$ cat config.mk
export PLATFORM = sky130hd
export DESIGN_NAME = irkd_top
export DESIGN_NICKNAME = d
export VERILOG_FILES = /design/src/irkd_pkg.sv /design/src/irkd_top.sv /design/src/irkd_pulse_timer.sv /design/src/irkd_word_rx.sv
export VERILOG_INCLUDE_DIRS = /design/src /design/src/src
export SDC_FILE = /design/constraint.sdc
export NUM_CORES = 1
export LEC_CHECK = 0
export BUFFER_PORTS_ARGS = -buffer_cell sky130_fd_sc_hd__buf_2
export CAP_MARGIN = 15
export CORE_ASPECT_RATIO = 0.7
export CORE_MARGIN = 2
export CORE_UTILIZATION = 40
export CTS_CLUSTER_DIAMETER = 30
export DETAILED_ROUTE_END_ITERATION = 16
export SYNTH_ARGS = -nofsm -noshare
export SYNTH_HDL_FRONTEND = slang
export SYNTH_SLANG_ARGS = --single-unit
$ cat constraint.sdc
create_clock -name clk_sys -period 15.24 [get_ports clk_sys]
set_input_delay 1.524 -clock clk_sys [delete_from_list [all_inputs] [get_ports clk_sys]]
set_output_delay 1.524 -clock clk_sys [all_outputs]
set_load 0.01 [all_outputs]
$ cat src/irkd_params.svh
`ifndef IRKD_PARAMS_SVH
`define IRKD_PARAMS_SVH
// ----------------------------------------------------------------
// clock and oscillator rates
// ----------------------------------------------------------------
`define IRKD_SYS_HZ      50000000
`define IRKD_OSC_HZ      34000
`define IRKD_OSC_DIV     (`IRKD_SYS_HZ / `IRKD_OSC_HZ)
// ----------------------------------------------------------------
// output durations, in ms, and in oscillator ticks
// ----------------------------------------------------------------
`define IRKD_HOLD_MS     160
`define IRKD_SHOT_MS     107
`define IRKD_HOLD_TICKS  (`IRKD_HOLD_MS * `IRKD_OSC_HZ / 1000)
`define IRKD_SHOT_TICKS  (`IRKD_SHOT_MS * `IRKD_OSC_HZ / 1000)
// ----------------------------------------------------------------
// word reception, in bits and oscillator ticks, and output counts
// ----------------------------------------------------------------
`define IRKD_WORD_BITS   12
`define IRKD_PAIR_BITS   24
`define IRKD_BIT_ONE_MIN 20
`define IRKD_IDLE_TICKS  200
`define IRKD_NUM_HOLD    6
`define IRKD_NUM_SHOT    10
// ----------------------------------------------------------------
// register port
// ----------------------------------------------------------------
`define IRKD_ADDR_CTRL   4'h0
`define IRKD_ADDR_STAT   4'h4
`define IRKD_ADDR_WORD   4'h8
`define IRKD_CTRL_RESET  1'b1
`endif

$ cat src/irkd_pkg.sv
package irkd_pkg;
	// one command word, first received bit at the top
	typedef struct packed {
		logic       match_bit_first;
		logic       match_bit_second;
		logic       match_bit_third;
		logic       group_select_hold;
		logic       group_select_single;
		logic       group_select_extended;
		logic [0:5] key_bits;
	} irkd_word_t;

	// word event from the receiver
	typedef struct packed {
		logic       valid;
		logic       first;
		irkd_word_t word;
	} irkd_event_t;

	typedef enum logic [3:0] {
		IRKD_FULL18  = 4'b0001,
		IRKD_BASIC10 = 4'b0010,
		IRKD_TOG_DEP = 4'b0100,
		IRKD_TOG_EXT = 4'b1000
	} irkd_variant_t;

	typedef enum logic [2:0] {
		IRKD_RX_IDLE = 3'b001,
		IRKD_RX_HIGH = 3'b010,
		IRKD_RX_LOW  = 3'b100
	} irkd_rx_state_t;
endpackage : irkd_pkg

$ cat src/irkd_top.sv
// Behaviour
// - one latch strobe only after two consecutive equal 12-bit words
// - a strobed hold output goes high and stays high while repeats continue
// - a hold output falls about 160 ms after its last strobe
// - a lone matching word at the end still keeps the 160 ms release
// - up to six hold outputs may be high together
// - an accepted cyclic command inverts its toggle output
// - dependent variant: first toggle cannot rise while the second is high
// - dependent variant: first toggle cleared when the second goes high
// - extended variant: first toggle blocked by second toggle, hold one or two
// - extended variant: first toggle cleared when those become high
// - hold group with exactly one key bit drives the matching hold output
// - single group keys give shots 1-6; extended group keys 1-4 give shots 7-10
// - two of the three code bits in every word are checked against the straps
// - ten-function variants decode only their reduced key set
// - ten-function receiver takes first code bit as fixed one
// - eighteen-function receiver takes third code bit as fixed one
// - two strapped code bits accept all four values and must match
// - strap high (open, pulled up) reads one, strap low reads zero
// - second word is compared bit by bit with the shifted-out first word
// - code mismatch still strobes but is not accepted; holds, shots stay low, toggles keep state
// - an accepted single-shot command gives a high of about 107 ms
// - build option inverts the receive input before decoding
//
// Implementation choices: the placing of the registers and the plain strobed port.
`timescale 1ns/100ps
`include "irkd_params.svh"
module irkd_top #(
	parameter irkd_pkg::irkd_variant_t VARIANT = irkd_pkg::IRKD_FULL18,
	parameter bit RX_INVERT  = 1'b0,
	parameter int OSC_DIV    = `IRKD_OSC_DIV,
	parameter int HOLD_TICKS = `IRKD_HOLD_TICKS,
	parameter int SHOT_TICKS = `IRKD_SHOT_TICKS
) (
	// clock and reset
	input  wire logic        clk_sys,
	input  wire logic        rst,
	// infrared receiver and code straps
	input  wire logic        ir_receive_input,
	input  wire logic        code_strap_first,
	input  wire logic        code_strap_second,
	input  wire logic        code_strap_third,
	// register port
	input  wire logic [3:0]  reg_addr,
	input  wire logic [31:0] reg_wdata,
	input  wire logic        reg_wr,
	input  wire logic        reg_rd,
	output logic      [31:0] reg_rdata,
	// decoded outputs
	output logic      [5:0]  hold_outputs,
	output logic      [9:0]  single_shot_outputs,
	output logic             toggle_out_first,
	output logic             toggle_out_second
);
	// ----------------------------------------------------------------
	// declarations
	// ----------------------------------------------------------------
	logic                  rx_lvl;
	logic [11:0]           div_reg;
	logic                  osc_tick;
	irkd_pkg::irkd_event_t strobe;
	irkd_pkg::irkd_event_t word_ev;
	logic                  enable_reg;
	irkd_pkg::irkd_word_t  last_word_reg;
	logic                  accept;
	logic                  refresh_ok;
	logic [5:0]            hold_start;
	logic [9:0]            shot_start;
	logic                  tog1_ev;
	logic                  tog2_ev;
	logic                  tog1_next;
	logic                  tog2_next;
	logic                  tog1_lock;

	// ----------------------------------------------------------------
	// decode helpers
	// ----------------------------------------------------------------
	// straps are plain levels: an open pin is pulled up and reads one
	function automatic logic code_ok(irkd_pkg::irkd_word_t w, logic s1, logic s2, logic s3);
		if (VARIANT == irkd_pkg::IRKD_FULL18)
			code_ok = w.match_bit_third && w.match_bit_first == s1 && w.match_bit_second == s2;
		else
			code_ok = w.match_bit_first && w.match_bit_second == s2 && w.match_bit_third == s3;
	endfunction : code_ok

	function automatic logic onehot6(logic [0:5] k);
		onehot6 = (k != 6'h00) && ((k & (k - 6'h01)) == 6'h00);
	endfunction : onehot6

	// group selects form a one-hot triple in every valid command
	function automatic logic [2:0] group_of(irkd_pkg::irkd_word_t w);
		logic [2:0] g;
		g = {w.group_select_hold, w.group_select_single, w.group_select_extended};
		group_of = onehot6({3'h0, g}) ? g : 3'h0;
	endfunction : group_of

	// key numbers that each variant implements
	function automatic logic key_allowed(int unsigned key_no);
		case (VARIANT)
		irkd_pkg::IRKD_FULL18:  key_allowed = 1'b1;
		irkd_pkg::IRKD_BASIC10: key_allowed = (key_no <= 5) || (key_no >= 7 && key_no <= 11);
		default:                key_allowed = (key_no <= 5) || (key_no >= 7 && key_no <= 9) || (key_no >= 17);
		endcase
	endfunction : key_allowed

	// ----------------------------------------------------------------
	// input shaping and oscillator tick
	// ----------------------------------------------------------------
	assign rx_lvl = RX_INVERT ? ~ir_receive_input : ir_receive_input;

	// the tick stands in for the RC oscillator so all timing follows it
	always_ff @(posedge clk_sys or posedge rst) begin
		if (rst) begin
			div_reg  <= '0;
			osc_tick <= 1'b0;
		end else if (div_reg == 12'(OSC_DIV - 1)) begin
			div_reg  <= '0;
			osc_tick <= 1'b1;
		end else begin
			div_reg  <= div_reg + 12'h001;
			osc_tick <= 1'b0;
		end
	end

	irkd_word_rx u_rx (
		.clk       (clk_sys),
		.rst       (rst),
		.tick      (osc_tick),
		.rx        (rx_lvl),
		.strobe_ev (strobe),
		.word_ev   (word_ev)
	);

	// ----------------------------------------------------------------
	// command decode
	// ----------------------------------------------------------------
	// a failed code check keeps accept low on the strobe, so nothing moves
	assign accept = enable_reg && strobe.valid
		&& code_ok(strobe.word, code_strap_first, code_strap_second, code_strap_third);
	// a lone good word keeps an already high hold output alive
	assign refresh_ok = enable_reg && word_ev.valid
		&& code_ok(word_ev.word, code_strap_first, code_strap_second, code_strap_third);

	always_comb begin
		hold_start = '0;
		shot_start = '0;
		tog1_ev    = 1'b0;
		tog2_ev    = 1'b0;
		for (int i = 0; i < `IRKD_NUM_HOLD; i++) begin
			// restart on every strobe, not only the first of a burst
			if (accept && group_of(strobe.word) == 3'b100 && onehot6(strobe.word.key_bits)
				&& strobe.word.key_bits[i] && key_allowed(i + 1))
				hold_start[i] = 1'b1;
			if (refresh_ok && hold_outputs[i] && group_of(word_ev.word) == 3'b100
				&& onehot6(word_ev.word.key_bits) && word_ev.word.key_bits[i])
				hold_start[i] = 1'b1;
			// single shots fire once per burst so repeats do not stretch them
			if (accept && strobe.first && group_of(strobe.word) == 3'b010
				&& onehot6(strobe.word.key_bits) && strobe.word.key_bits[i] && key_allowed(i + 7))
				shot_start[i] = 1'b1;
		end
		// extended group keys one to four fire shots seven to ten
		for (int j = 0; j < 4; j++) begin
			if (accept && strobe.first && group_of(strobe.word) == 3'b001
				&& onehot6(strobe.word.key_bits) && strobe.word.key_bits[j] && key_allowed(j + 13))
				shot_start[j + 6] = 1'b1;
		end
		// toggles also act once per burst, or a held key would flicker
		if (accept && strobe.first && group_of(strobe.word) == 3'b001
			&& onehot6(strobe.word.key_bits) && VARIANT != irkd_pkg::IRKD_BASIC10) begin
			tog1_ev = strobe.word.key_bits[4] && key_allowed(17);
			tog2_ev = strobe.word.key_bits[5] && key_allowed(18);
		end
	end

	// ----------------------------------------------------------------
	// hold and single-shot timers
	// ----------------------------------------------------------------
	// one timer per output, so any number of holds run at once
	for (genvar h = 0; h < `IRKD_NUM_HOLD; h++) begin : g_hold
		irkd_pulse_timer #(
			.W     (13),
			.TICKS (HOLD_TICKS)
		) u_hold (
			.clk      (clk_sys),
			.rst      (rst),
			.tick     (osc_tick),
			.start    (hold_start[h]),
			.active   (hold_outputs[h])
		);
	end

	for (genvar s = 0; s < `IRKD_NUM_SHOT; s++) begin : g_shot
		irkd_pulse_timer #(
			.W     (13),
			.TICKS (SHOT_TICKS)
		) u_shot (
			.clk      (clk_sys),
			.rst      (rst),
			.tick     (osc_tick),
			.start    (shot_start[s]),
			.active   (single_shot_outputs[s])
		);
	end

	// ----------------------------------------------------------------
	// cyclic outputs
	// ----------------------------------------------------------------
	// the lock both blocks a rise and clears a high first toggle
	always_comb begin
		tog2_next = toggle_out_second ^ tog2_ev;
		tog1_next = toggle_out_first ^ tog1_ev;
		case (VARIANT)
		irkd_pkg::IRKD_TOG_DEP: tog1_lock = tog2_next;
		irkd_pkg::IRKD_TOG_EXT: tog1_lock = tog2_next || hold_outputs[0] || hold_outputs[1];
		default:                tog1_lock = 1'b0;
		endcase
		if (tog1_lock)
			tog1_next = 1'b0;
	end

	always_ff @(posedge clk_sys or posedge rst) begin
		if (rst) begin
			toggle_out_first  <= 1'b0;
			toggle_out_second <= 1'b0;
		end else begin
			toggle_out_first  <= tog1_next;
			toggle_out_second <= tog2_next;
		end
	end

	// ----------------------------------------------------------------
	// register port
	// ----------------------------------------------------------------
	// decode enable: clearing it drops commands without touching outputs
	always_ff @(posedge clk_sys or posedge rst) begin
		if (rst)
			enable_reg <= `IRKD_CTRL_RESET;
		else if (reg_wr && reg_addr == `IRKD_ADDR_CTRL)
			enable_reg <= reg_wdata[0];
	end

	always_ff @(posedge clk_sys or posedge rst) begin
		if (rst)
			last_word_reg <= '0;
		else if (accept)
			last_word_reg <= strobe.word;
	end

	// read data stand one cycle after the strobe, zero otherwise
	always_ff @(posedge clk_sys or posedge rst) begin
		if (rst)
			reg_rdata <= '0;
		else if (!reg_rd)
			reg_rdata <= '0;
		else
			case (reg_addr)
			`IRKD_ADDR_CTRL: reg_rdata <= {31'h0, enable_reg};
			`IRKD_ADDR_STAT: reg_rdata <= {14'h0, toggle_out_second, toggle_out_first,
				single_shot_outputs, hold_outputs};
			`IRKD_ADDR_WORD: reg_rdata <= {20'h0, last_word_reg};
			default:         reg_rdata <= '0;
			endcase
	end
endmodule : irkd_top

$ cat src/irkd_pulse_timer.sv
`timescale 1ns/100ps
`include "irkd_params.svh"
module irkd_pulse_timer #(
	parameter int W     = 13,
	parameter int TICKS = `IRKD_HOLD_TICKS
) (
	// clock and reset
	input  wire logic clk,
	input  wire logic rst,
	// control
	input  wire logic tick,
	input  wire logic start,
	// output level
	output logic      active
);
	logic [W-1:0] cnt_reg;
	logic [W-1:0] cnt_next;

	// restart wins over the running count so repeats keep it high
	always_comb begin
		cnt_next = cnt_reg;
		if (start)
			cnt_next = W'(TICKS);
		else if (tick && cnt_reg != '0)
			cnt_next = cnt_reg - 1'b1;
	end

	always_ff @(posedge clk or posedge rst) begin
		if (rst) begin
			cnt_reg <= '0;
			active  <= 1'b0;
		end else begin
			cnt_reg <= cnt_next;
			active  <= (cnt_next != '0);
		end
	end
endmodule : irkd_pulse_timer

$ cat src/irkd_word_rx.sv
`timescale 1ns/100ps
`include "irkd_params.svh"
module irkd_word_rx #(
	parameter int ONE_MIN = `IRKD_BIT_ONE_MIN,
	parameter int IDLE    = `IRKD_IDLE_TICKS
) (
	// clock and reset
	input  wire logic         clk,
	input  wire logic         rst,
	// line
	input  wire logic         tick,
	input  wire logic         rx,
	// events
	output irkd_pkg::irkd_event_t strobe_ev,
	output irkd_pkg::irkd_event_t word_ev
);
	irkd_pkg::irkd_rx_state_t state_reg;
	logic [7:0]  len_reg;
	logic [7:0]  gap_reg;
	logic [4:0]  cnt_reg;
	logic [11:0] shift_reg;
	logic        fresh_reg;
	logic        bit_ev;
	logic        bit_val;
	logic        frame_end;

	assign bit_ev    = (state_reg == irkd_pkg::IRKD_RX_HIGH) && !rx;
	assign bit_val   = (len_reg >= 8'(ONE_MIN));
	assign frame_end = (state_reg == irkd_pkg::IRKD_RX_LOW) && !rx && (gap_reg >= 8'(IDLE));

	// pulse width measurement: a long high is a one
	always_ff @(posedge clk or posedge rst) begin
		if (rst) begin
			state_reg <= irkd_pkg::IRKD_RX_IDLE;
			len_reg   <= '0;
			gap_reg   <= '0;
		end else begin
			case (state_reg)
			irkd_pkg::IRKD_RX_IDLE: begin
				len_reg <= '0;
				if (rx)
					state_reg <= irkd_pkg::IRKD_RX_HIGH;
			end
			irkd_pkg::IRKD_RX_HIGH: begin
				gap_reg <= '0;
				if (!rx)
					state_reg <= irkd_pkg::IRKD_RX_LOW;
				else if (tick && len_reg != 8'hff)
					len_reg <= len_reg + 8'h01;
			end
			irkd_pkg::IRKD_RX_LOW: begin
				if (rx) begin
					len_reg   <= '0;
					state_reg <= irkd_pkg::IRKD_RX_HIGH;
				end else if (frame_end)
					state_reg <= irkd_pkg::IRKD_RX_IDLE;
				else if (tick)
					gap_reg <= gap_reg + 8'h01;
			end
			default: state_reg <= irkd_pkg::IRKD_RX_IDLE;
			endcase
		end
	end

	// second word is checked bit by bit against the bit it pushes out
	always_ff @(posedge clk or posedge rst) begin
		if (rst) begin
			cnt_reg   <= '0;
			shift_reg <= '0;
			fresh_reg <= 1'b1;
			strobe_ev <= '0;
			word_ev   <= '0;
		end else begin
			strobe_ev.valid <= 1'b0;
			word_ev.valid   <= 1'b0;
			if (frame_end) begin
				cnt_reg   <= '0;
				fresh_reg <= 1'b1;
			end else if (bit_ev) begin
				if (cnt_reg >= 5'(`IRKD_WORD_BITS) && bit_val != shift_reg[11]) begin
					cnt_reg   <= '0;
					fresh_reg <= 1'b1;
				end else begin
					shift_reg <= {shift_reg[10:0], bit_val};
					cnt_reg   <= cnt_reg + 5'h01;
					if (cnt_reg == 5'(`IRKD_WORD_BITS - 1) || cnt_reg == 5'(`IRKD_PAIR_BITS - 1)) begin
						word_ev.valid <= 1'b1;
						word_ev.word  <= {shift_reg[10:0], bit_val};
					end
					if (cnt_reg == 5'(`IRKD_PAIR_BITS - 1)) begin
						// later repeats compare against the word just taken
						cnt_reg        <= 5'(`IRKD_WORD_BITS);
						fresh_reg      <= 1'b0;
						strobe_ev.valid <= 1'b1;
						strobe_ev.first <= fresh_reg;
						strobe_ev.word  <= {shift_reg[10:0], bit_val};
					end
				end
			end
		end
	end
endmodule : irkd_word_rx

Word-level counts from Yosys, hierarchy flattened
Cells that the tools add are included.
{"block": "totals", "regBits": 348, "latchBits": 0, "mem_bits_rw": 0, "mem_bits_ro": 0, "out_inout_bits": 50, "memories": 0}
{"block": "classes", "add_sub_neg": 24, "mul": 0, "div_mod_pow": 0, "order_cmp": 3, "eq_ne": 27, "n_shift": 0, "mux": 91, "n_bitwise": 8, "reduce_logical": 135}
{"op": "2-to-1 mux 13 bit", "n": 32}
{"op": "nonzero test 13 bit", "n": 32}
{"op": "subtractor 13 x 1 -> 13 bit (second input constant)", "n": 16}
{"op": "logical AND 1 bit", "n": 81}
{"op": "2-to-1 mux 14 bit", "n": 4}
{"op": "case mux 18 bit (3 select lines)", "n": 1}
{"op": "2-to-1 mux 8 bit", "n": 6}
{"op": "2-to-1 mux 1 bit", "n": 33}
{"op": "zero test 6 bit", "n": 4}
{"op": "case mux 8 bit (3 select lines)", "n": 1}
{"op": "2-to-1 mux 5 bit", "n": 4}
{"op": "2-to-1 mux 18 bit", "n": 1}
{"op": "2-to-1 mux 3 bit", "n": 6}
{"op": "adder 8 x 1 -> 8 bit (second input constant)", "n": 2}
{"op": "!= test 2 bit (second input constant)", "n": 8}
{"op": "case mux 8 bit (2 select lines)", "n": 1}
{"op": "AND reduction 4 bit", "n": 4}
{"op": "adder 12 x 1 -> 12 bit (second input constant)", "n": 1}
{"op": "bitwise AND 3 x 6 -> 6 bit", "n": 2}
{"op": "bitwise AND 6 bit", "n": 2}
{"op": "equality test 12 x 11 -> 1 bit (second input constant)", "n": 1}
{"op": "2-to-1 mux 12 bit", "n": 1}
{"op": "nonzero test 3 bit", "n": 4}
{"op": "nonzero test 6 bit", "n": 2}
{"op": "other kinds (26)", "n": 39}

Depth between registers and ports, before layout
{"block": "logic_depth", "word_depth": 13, "mapped_depth": 10, "depth_no_buf": 8}

Hierarchy
Synthesis repeated with hierarchy kept, for this count alone.
{"block": "unflattened", "cells_unflattened": 2076, "area_unflattened_um2": 20652.3}
{"mod": "irkd_pulse_timer (g_shot[0].u_shot ...)", "instances": 10, "cells_each": 102, "area_each_um2": 964.7, "seq_area_each_um2": 350.3}
{"mod": "irkd_pulse_timer (g_hold[0].u_hold ...)", "instances": 6, "cells_each": 93, "area_each_um2": 905.9, "seq_area_each_um2": 350.3}
{"mod": "irkd_word_rx", "instances": 1, "cells_each": 257, "area_each_um2": 3064.2, "seq_area_each_um2": 1604.0}
{"mod": "irkd_top", "instances": 1, "cells_each": 241, "area_each_um2": 2506.2, "seq_area_each_um2": 1152.4}

Least setup slack after synthesis
Ideal clock, no wire load.
{"block": "synth_timing", "path_type": "input to register", "start": "input port ir_receive_input", "end": "register u_rx.strobe_ev[10] (netlist bit)", "t_arrival_ns": 3.289, "required_time_ns": 15.115, "slack_ns": 11.827, "path_stages": 8, "path_buffers": 3, "path_cell_list": "clkbuf_1 -> nor4b_1 -> nand2b_1 -> o31a_1 -> buf_2 -> nand3_1 -> clkbuf_1 -> mux2_2"}
{"block": "synth_via", "elab_chain_len": 5}
{"item": "start, declared", "line_no": "irkd_top.sv:39", "source": "input wire logic ir_receive_input,"}
{"item": "zero test 1 bit (*)", "line_no": "irkd_word_rx.sv:27, irkd_word_rx.sv:29"}
{"item": "logical AND 1 bit (2 in a row)", "line_no": "irkd_word_rx.sv:29", "source": "assign frame_end = (state_reg == irkd_pkg::IRKD_RX_LOW) && !rx && (gap_reg >= 8'(IDLE));"}
{"item": "NOT 1 bit (no source line)"}
{"item": "AND reduction 4 bit (no source line) (*)"}
{"item": "end, declared", "line_no": "irkd_word_rx.sv:14", "source": "output irkd_pkg::irkd_event_t strobe_ev,"}
Every way passes the cells marked *; elsewhere a longest branch is shown, timed or not.
A chain may end at the register's enable or synchronous reset.

Worst setup path in the final report
{"block": "layout_timing", "start": "input port code_strap_first", "end": "register g_shot[8].u_shot.active"}
{"block": "layout_via", "elab_chain_len": 11}
{"item": "start, declared", "line_no": "irkd_top.sv:40", "source": "input wire logic code_strap_first,"}
{"item": "equality test 1 bit", "line_no": "irkd_top.sv:81", "source": "code_ok = w.match_bit_third && w.match_bit_first == s1 && w.match_bit_second == s2;"}
{"item": "logical AND 1 bit (2 in a row)", "line_no": "irkd_top.sv:81"}
{"item": "logical AND 1 bit", "line_no": "irkd_top.sv:139", "source": "&& code_ok(strobe.word, code_strap_first, code_strap_second, code_strap_third);"}
{"item": "logical AND 1 bit (2 in a row)", "line_no": "irkd_top.sv:164", "source": "if (accept && strobe.first && group_of(strobe.word) == 3'b001"}
{"item": "logical AND 1 bit (2 in a row)", "line_no": "irkd_top.sv:165", "source": "&& onehot6(strobe.word.key_bits) && strobe.word.key_bits[j] && key_allowed(j + 13))"}
{"item": "2-to-1 mux 1 bit", "line_no": "irkd_top.sv:164"}
{"item": "2-to-1 mux 13 bit", "line_no": "irkd_pulse_timer.sv:22", "source": "if (start)"}
{"item": "named net g_shot[8].u_shot.cnt_next[11]", "line_no": "irkd_pulse_timer.sv:17", "source": "logic [W-1:0] cnt_next;"}
{"item": "nonzero test 13 bit", "line_no": "irkd_pulse_timer.sv:34", "source": "active <= (cnt_next != '0);"}
{"item": "end signal, assigned", "line_no": "irkd_pulse_timer.sv:34"}
{"item": "end, declared", "line_no": "irkd_pulse_timer.sv:14", "source": "output logic active"}
The timed path passes the listed nets, and every way through them passes these cells.

==> impl_metrics.env <==
export IMPL_fin_tns_setup_ns=0
export IMPL_p_int_mw=1.91
export IMPL_fin_cells=2675
export IMPL_dp_slack_ns=10.89
export IMPL_cts_resized=0
export IMPL_timing_final_crit_share_pct=23.4
export IMPL_fmax_mhz=281
export IMPL_ys_seq_area_share_pct=45.6
export IMPL_wl_met1_um=21300
export IMPL_h_tree_depth=3
export IMPL_place_gp_congestion=0.898
export IMPL_setup_violations=0
export IMPL_clock_latency_ns=0.59
export IMPL_wl_per_cell_um=16.1
export IMPL_vias=14700
export IMPL_tightestPinTransition_ns=1.09
export IMPL_syn_inst=1989
export IMPL_place_area_um2=18900
export IMPL_die_h_um=183
export IMPL_drc_errors=0
export IMPL_std_cell_rows=65
export IMPL_grt_setup_unrepaired="false"
export IMPL_cts_setup_buffers=0
export IMPL_p_comb_share_pct=3.3
export IMPL_slew_viol_final=0
export IMPL_overflow=0
export IMPL_ys_ff_latch=334
export IMPL_critPathKind="primary input to flop"
export IMPL_maxCapViolCount=0
export IMPL_cp_max_fo=9
export IMPL_min_to="div_reg[11]"
export IMPL_track_usage_pct=18.2
export IMPL_firstDrtPassIters=5
export IMPL_crit_start="code_strap_first"
export IMPL_die_x_um=260
export IMPL_mappedNetlistArea_um2=18300
export IMPL_dp_cells=2549
export IMPL_status="finished clean"
export IMPL_dp_hpwl_um=29300
export IMPL_arrival_ns=4.08
export IMPL_drt_total_wl_um=43100
export IMPL_startpoint_type="primary input"
export IMPL_cts_path_max_buffers=3
export IMPL_antenna_found_initial=0
export IMPL_final_area_um2=21300
export IMPL_slew_headroom_pct=27.2
export IMPL_yosysUniqueCellTypes=81
export IMPL_nFillCells=4194
export IMPL_nNetsFinal=2085
export IMPL_top_layer_used="met4"
export IMPL_hp_class="flop to flop"
export IMPL_r2r_end="g_hold[0].u_hold.cnt_reg[8]"
export IMPL_wl_met2_um=18400
export IMPL_layout_min_cycle_time_ns=3.56
export IMPL_grt_max_degree=130
export IMPL_power_density_nw_per_um2=117
export IMPL_cts_reportedPaths_clkPinSlew_ns=0.05
export IMPL_synth_edf_count=0
export IMPL_start_util_pct=40.6
export IMPL_die_area_um2=47600
export IMPL_first_global_vias=13800
export IMPL_io_buffers=47
export IMPL_syn2layout_area_growth_pct=16.1
export IMPL_synthArstFlopShare_pct=100
export IMPL_grt_pass1_wl_um=70700
export IMPL_cts_root_buf="clkbuf_16"
export IMPL_core_area_um2=45100
export IMPL_cts_hold_buf=0
export IMPL_leakage_nw=8.06
export IMPL_crit_required_ns=15.76
export IMPL_cts_buffers=67
export IMPL_switching_power_mw=0.589
export IMPL_largest_reg_flops=130
export IMPL_p_sw_share_pct=23.6
export IMPL_hold_worst_slack_ns=0.479
export IMPL_clock_sinks=334
export IMPL_io_pins=94
export IMPL_hold_viol=0
export IMPL_power_total_mw=2.50
export IMPL_drive_gt1_share_pct=12.6
export IMPL_ff2ff_setup_slack_ns=11.98
export IMPL_hold_path_startpoint="div_reg[11]"
export IMPL_drt_iter0_drc=1306
export IMPL_reg2reg_depth=7
export IMPL_avgViaCountPerCell=5.50
export IMPL_ir_worst_vdd_v=0.0000677
export IMPL_tritoncts="built"
export IMPL_yosys_warnings=0
export IMPL_wl_met3_um=2450
export IMPL_syn_area_per_cell_um2=9.22
export IMPL_end_kind="flop"
export IMPL_antenna_left=0
export IMPL_fin_util_pct=47.2
export IMPL_ys_flop_type="dfrtp_1"
export IMPL_min_delay_path_depth=1
export IMPL_p_seq_share_pct=36.8
export IMPL_fin_skew_ns=0.0213
export IMPL_setup_slack_ns=11.68
export IMPL_diodes=0
export IMPL_clockPowerShare_pct=59.9
export IMPL_regToRegStartpoint="u_rx.strobe_ev[3]"
power groups by stage:
stage	Clock, mW	Sequential (mW)	Combinational, mW
final	1.50	0.920	0.0824
after global routing	1.58	0.921	0.0966
after CTS	1.53	0.919	0.0843
after detailed placement	0	0.933	0.0840
after global placement	0	0.933	0.0823
after floorplan	0	0.926	0.0692
cell usage in the layout, fill, tap and decap left out, types with 15 or more instances in the layout:
cell,count
a21oi_1,69
a31oi_1,25
and3_1,30
buf_2,47
clkbuf_16,67
dfrtp_1,330
ha_1,24
inv_1,69
mux2_2,47
nand2_1,193
nand2b_1,24
nand3_1,60
nand3b_1,20
nand4_1,40
nand4b_1,15
nor2_1,246
nor3_1,96
nor3b_1,17
nor4_1,51
nor4b_1,19
o21ai_0,53
or3_1,29
or4_1,19
xnor2_1,84
xor2_1,65
area by class of cell:
class	instances	area (um^2)	share of cell area, %
repair buffers	61	338	1.59
inverters	70	270	1.27
clock inverters	46	578	2.71
multi-input cells	1483	9220	43.3
well taps	603	754	3.54
clock buffers	78	1770	8.30
flip-flops and latches	334	8370	39.3
routing by layer:
metal | up-vias | global-route usage [%]
met5 | - | 0
met4 | 0 | 5.61
met3 | 74 | 4.31
met2 | 355 | 26.9
met1 | 7077 | 26.3
li1 | 7196 | -
critical path, stage by stage:
cell and delay (ns):
buf_2 0.13, xor2_1 0.18, or2_2 0.36, nor2_1 0.62, buf_4 0.32, o2111ai_1 0.51
nand2_1 0.28, or3_1 0.14
cells by family after synthesis:
| logic type | after synthesis | share of synthesized area, % |
|---|---|---|
| other | 1 | 0.0204 |
| and+or+nand+nor | 933 | 26.5 |
| buffers and inverters | 185 | 4.47 |
| xor gates and xnor gates | 149 | 7.11 |
| muxes | 59 | 3.54 |
| AOI/OAI and AO/OA | 304 | 11.2 |
| DFF | 334 | 45.6 |
| adders and majority gates | 24 | 1.64 |
Yosys cell counts (all sizes together) (11+ instances only):
cell	count	area share, %
nor3	96	2.6
nand2b	24	0.82
mux2i	12	0.65
a31oi	25	0.85
dfrtp	331	45
xnor2	84	4.0
xor2	65	3.1
a22oi	13	0.53
and4	11	0.53
nand3b	20	0.82
or2	12	0.41
clkbuf	72	1.5
nor2	246	5.0
or3	30	1.0
a211oi	14	0.57
or4	20	0.83
o2111ai	12	0.57
o21ai	57	1.6
nor3b	18	0.76
a21oi	69	1.9
o22ai	11	0.38
buf	43	1.6
nor4b	20	0.95
and3	30	1.0
nand2	193	3.9
mux2	47	2.9
nor4	53	1.9
nor2b	12	0.41
nand4	40	1.4
ha	24	1.6
inv	70	1.4
nand4b	15	0.72
nand3	60	1.6
o31ai	11	0.45
worst max-delay path by stage:
stage	cells past startpoint	slack, ns	endpoint
after floorplan	1	4.47	div_reg[0]
after global placement	4	10.95	osc_tick
after detailed placement	4	10.89	osc_tick
after CTS	4	11.51	osc_tick
after global routing	4	11.20	osc_tick
final	8	11.68	g_shot[8].u_shot.active
No activity file was read; power rests on OpenSTA's default activity.
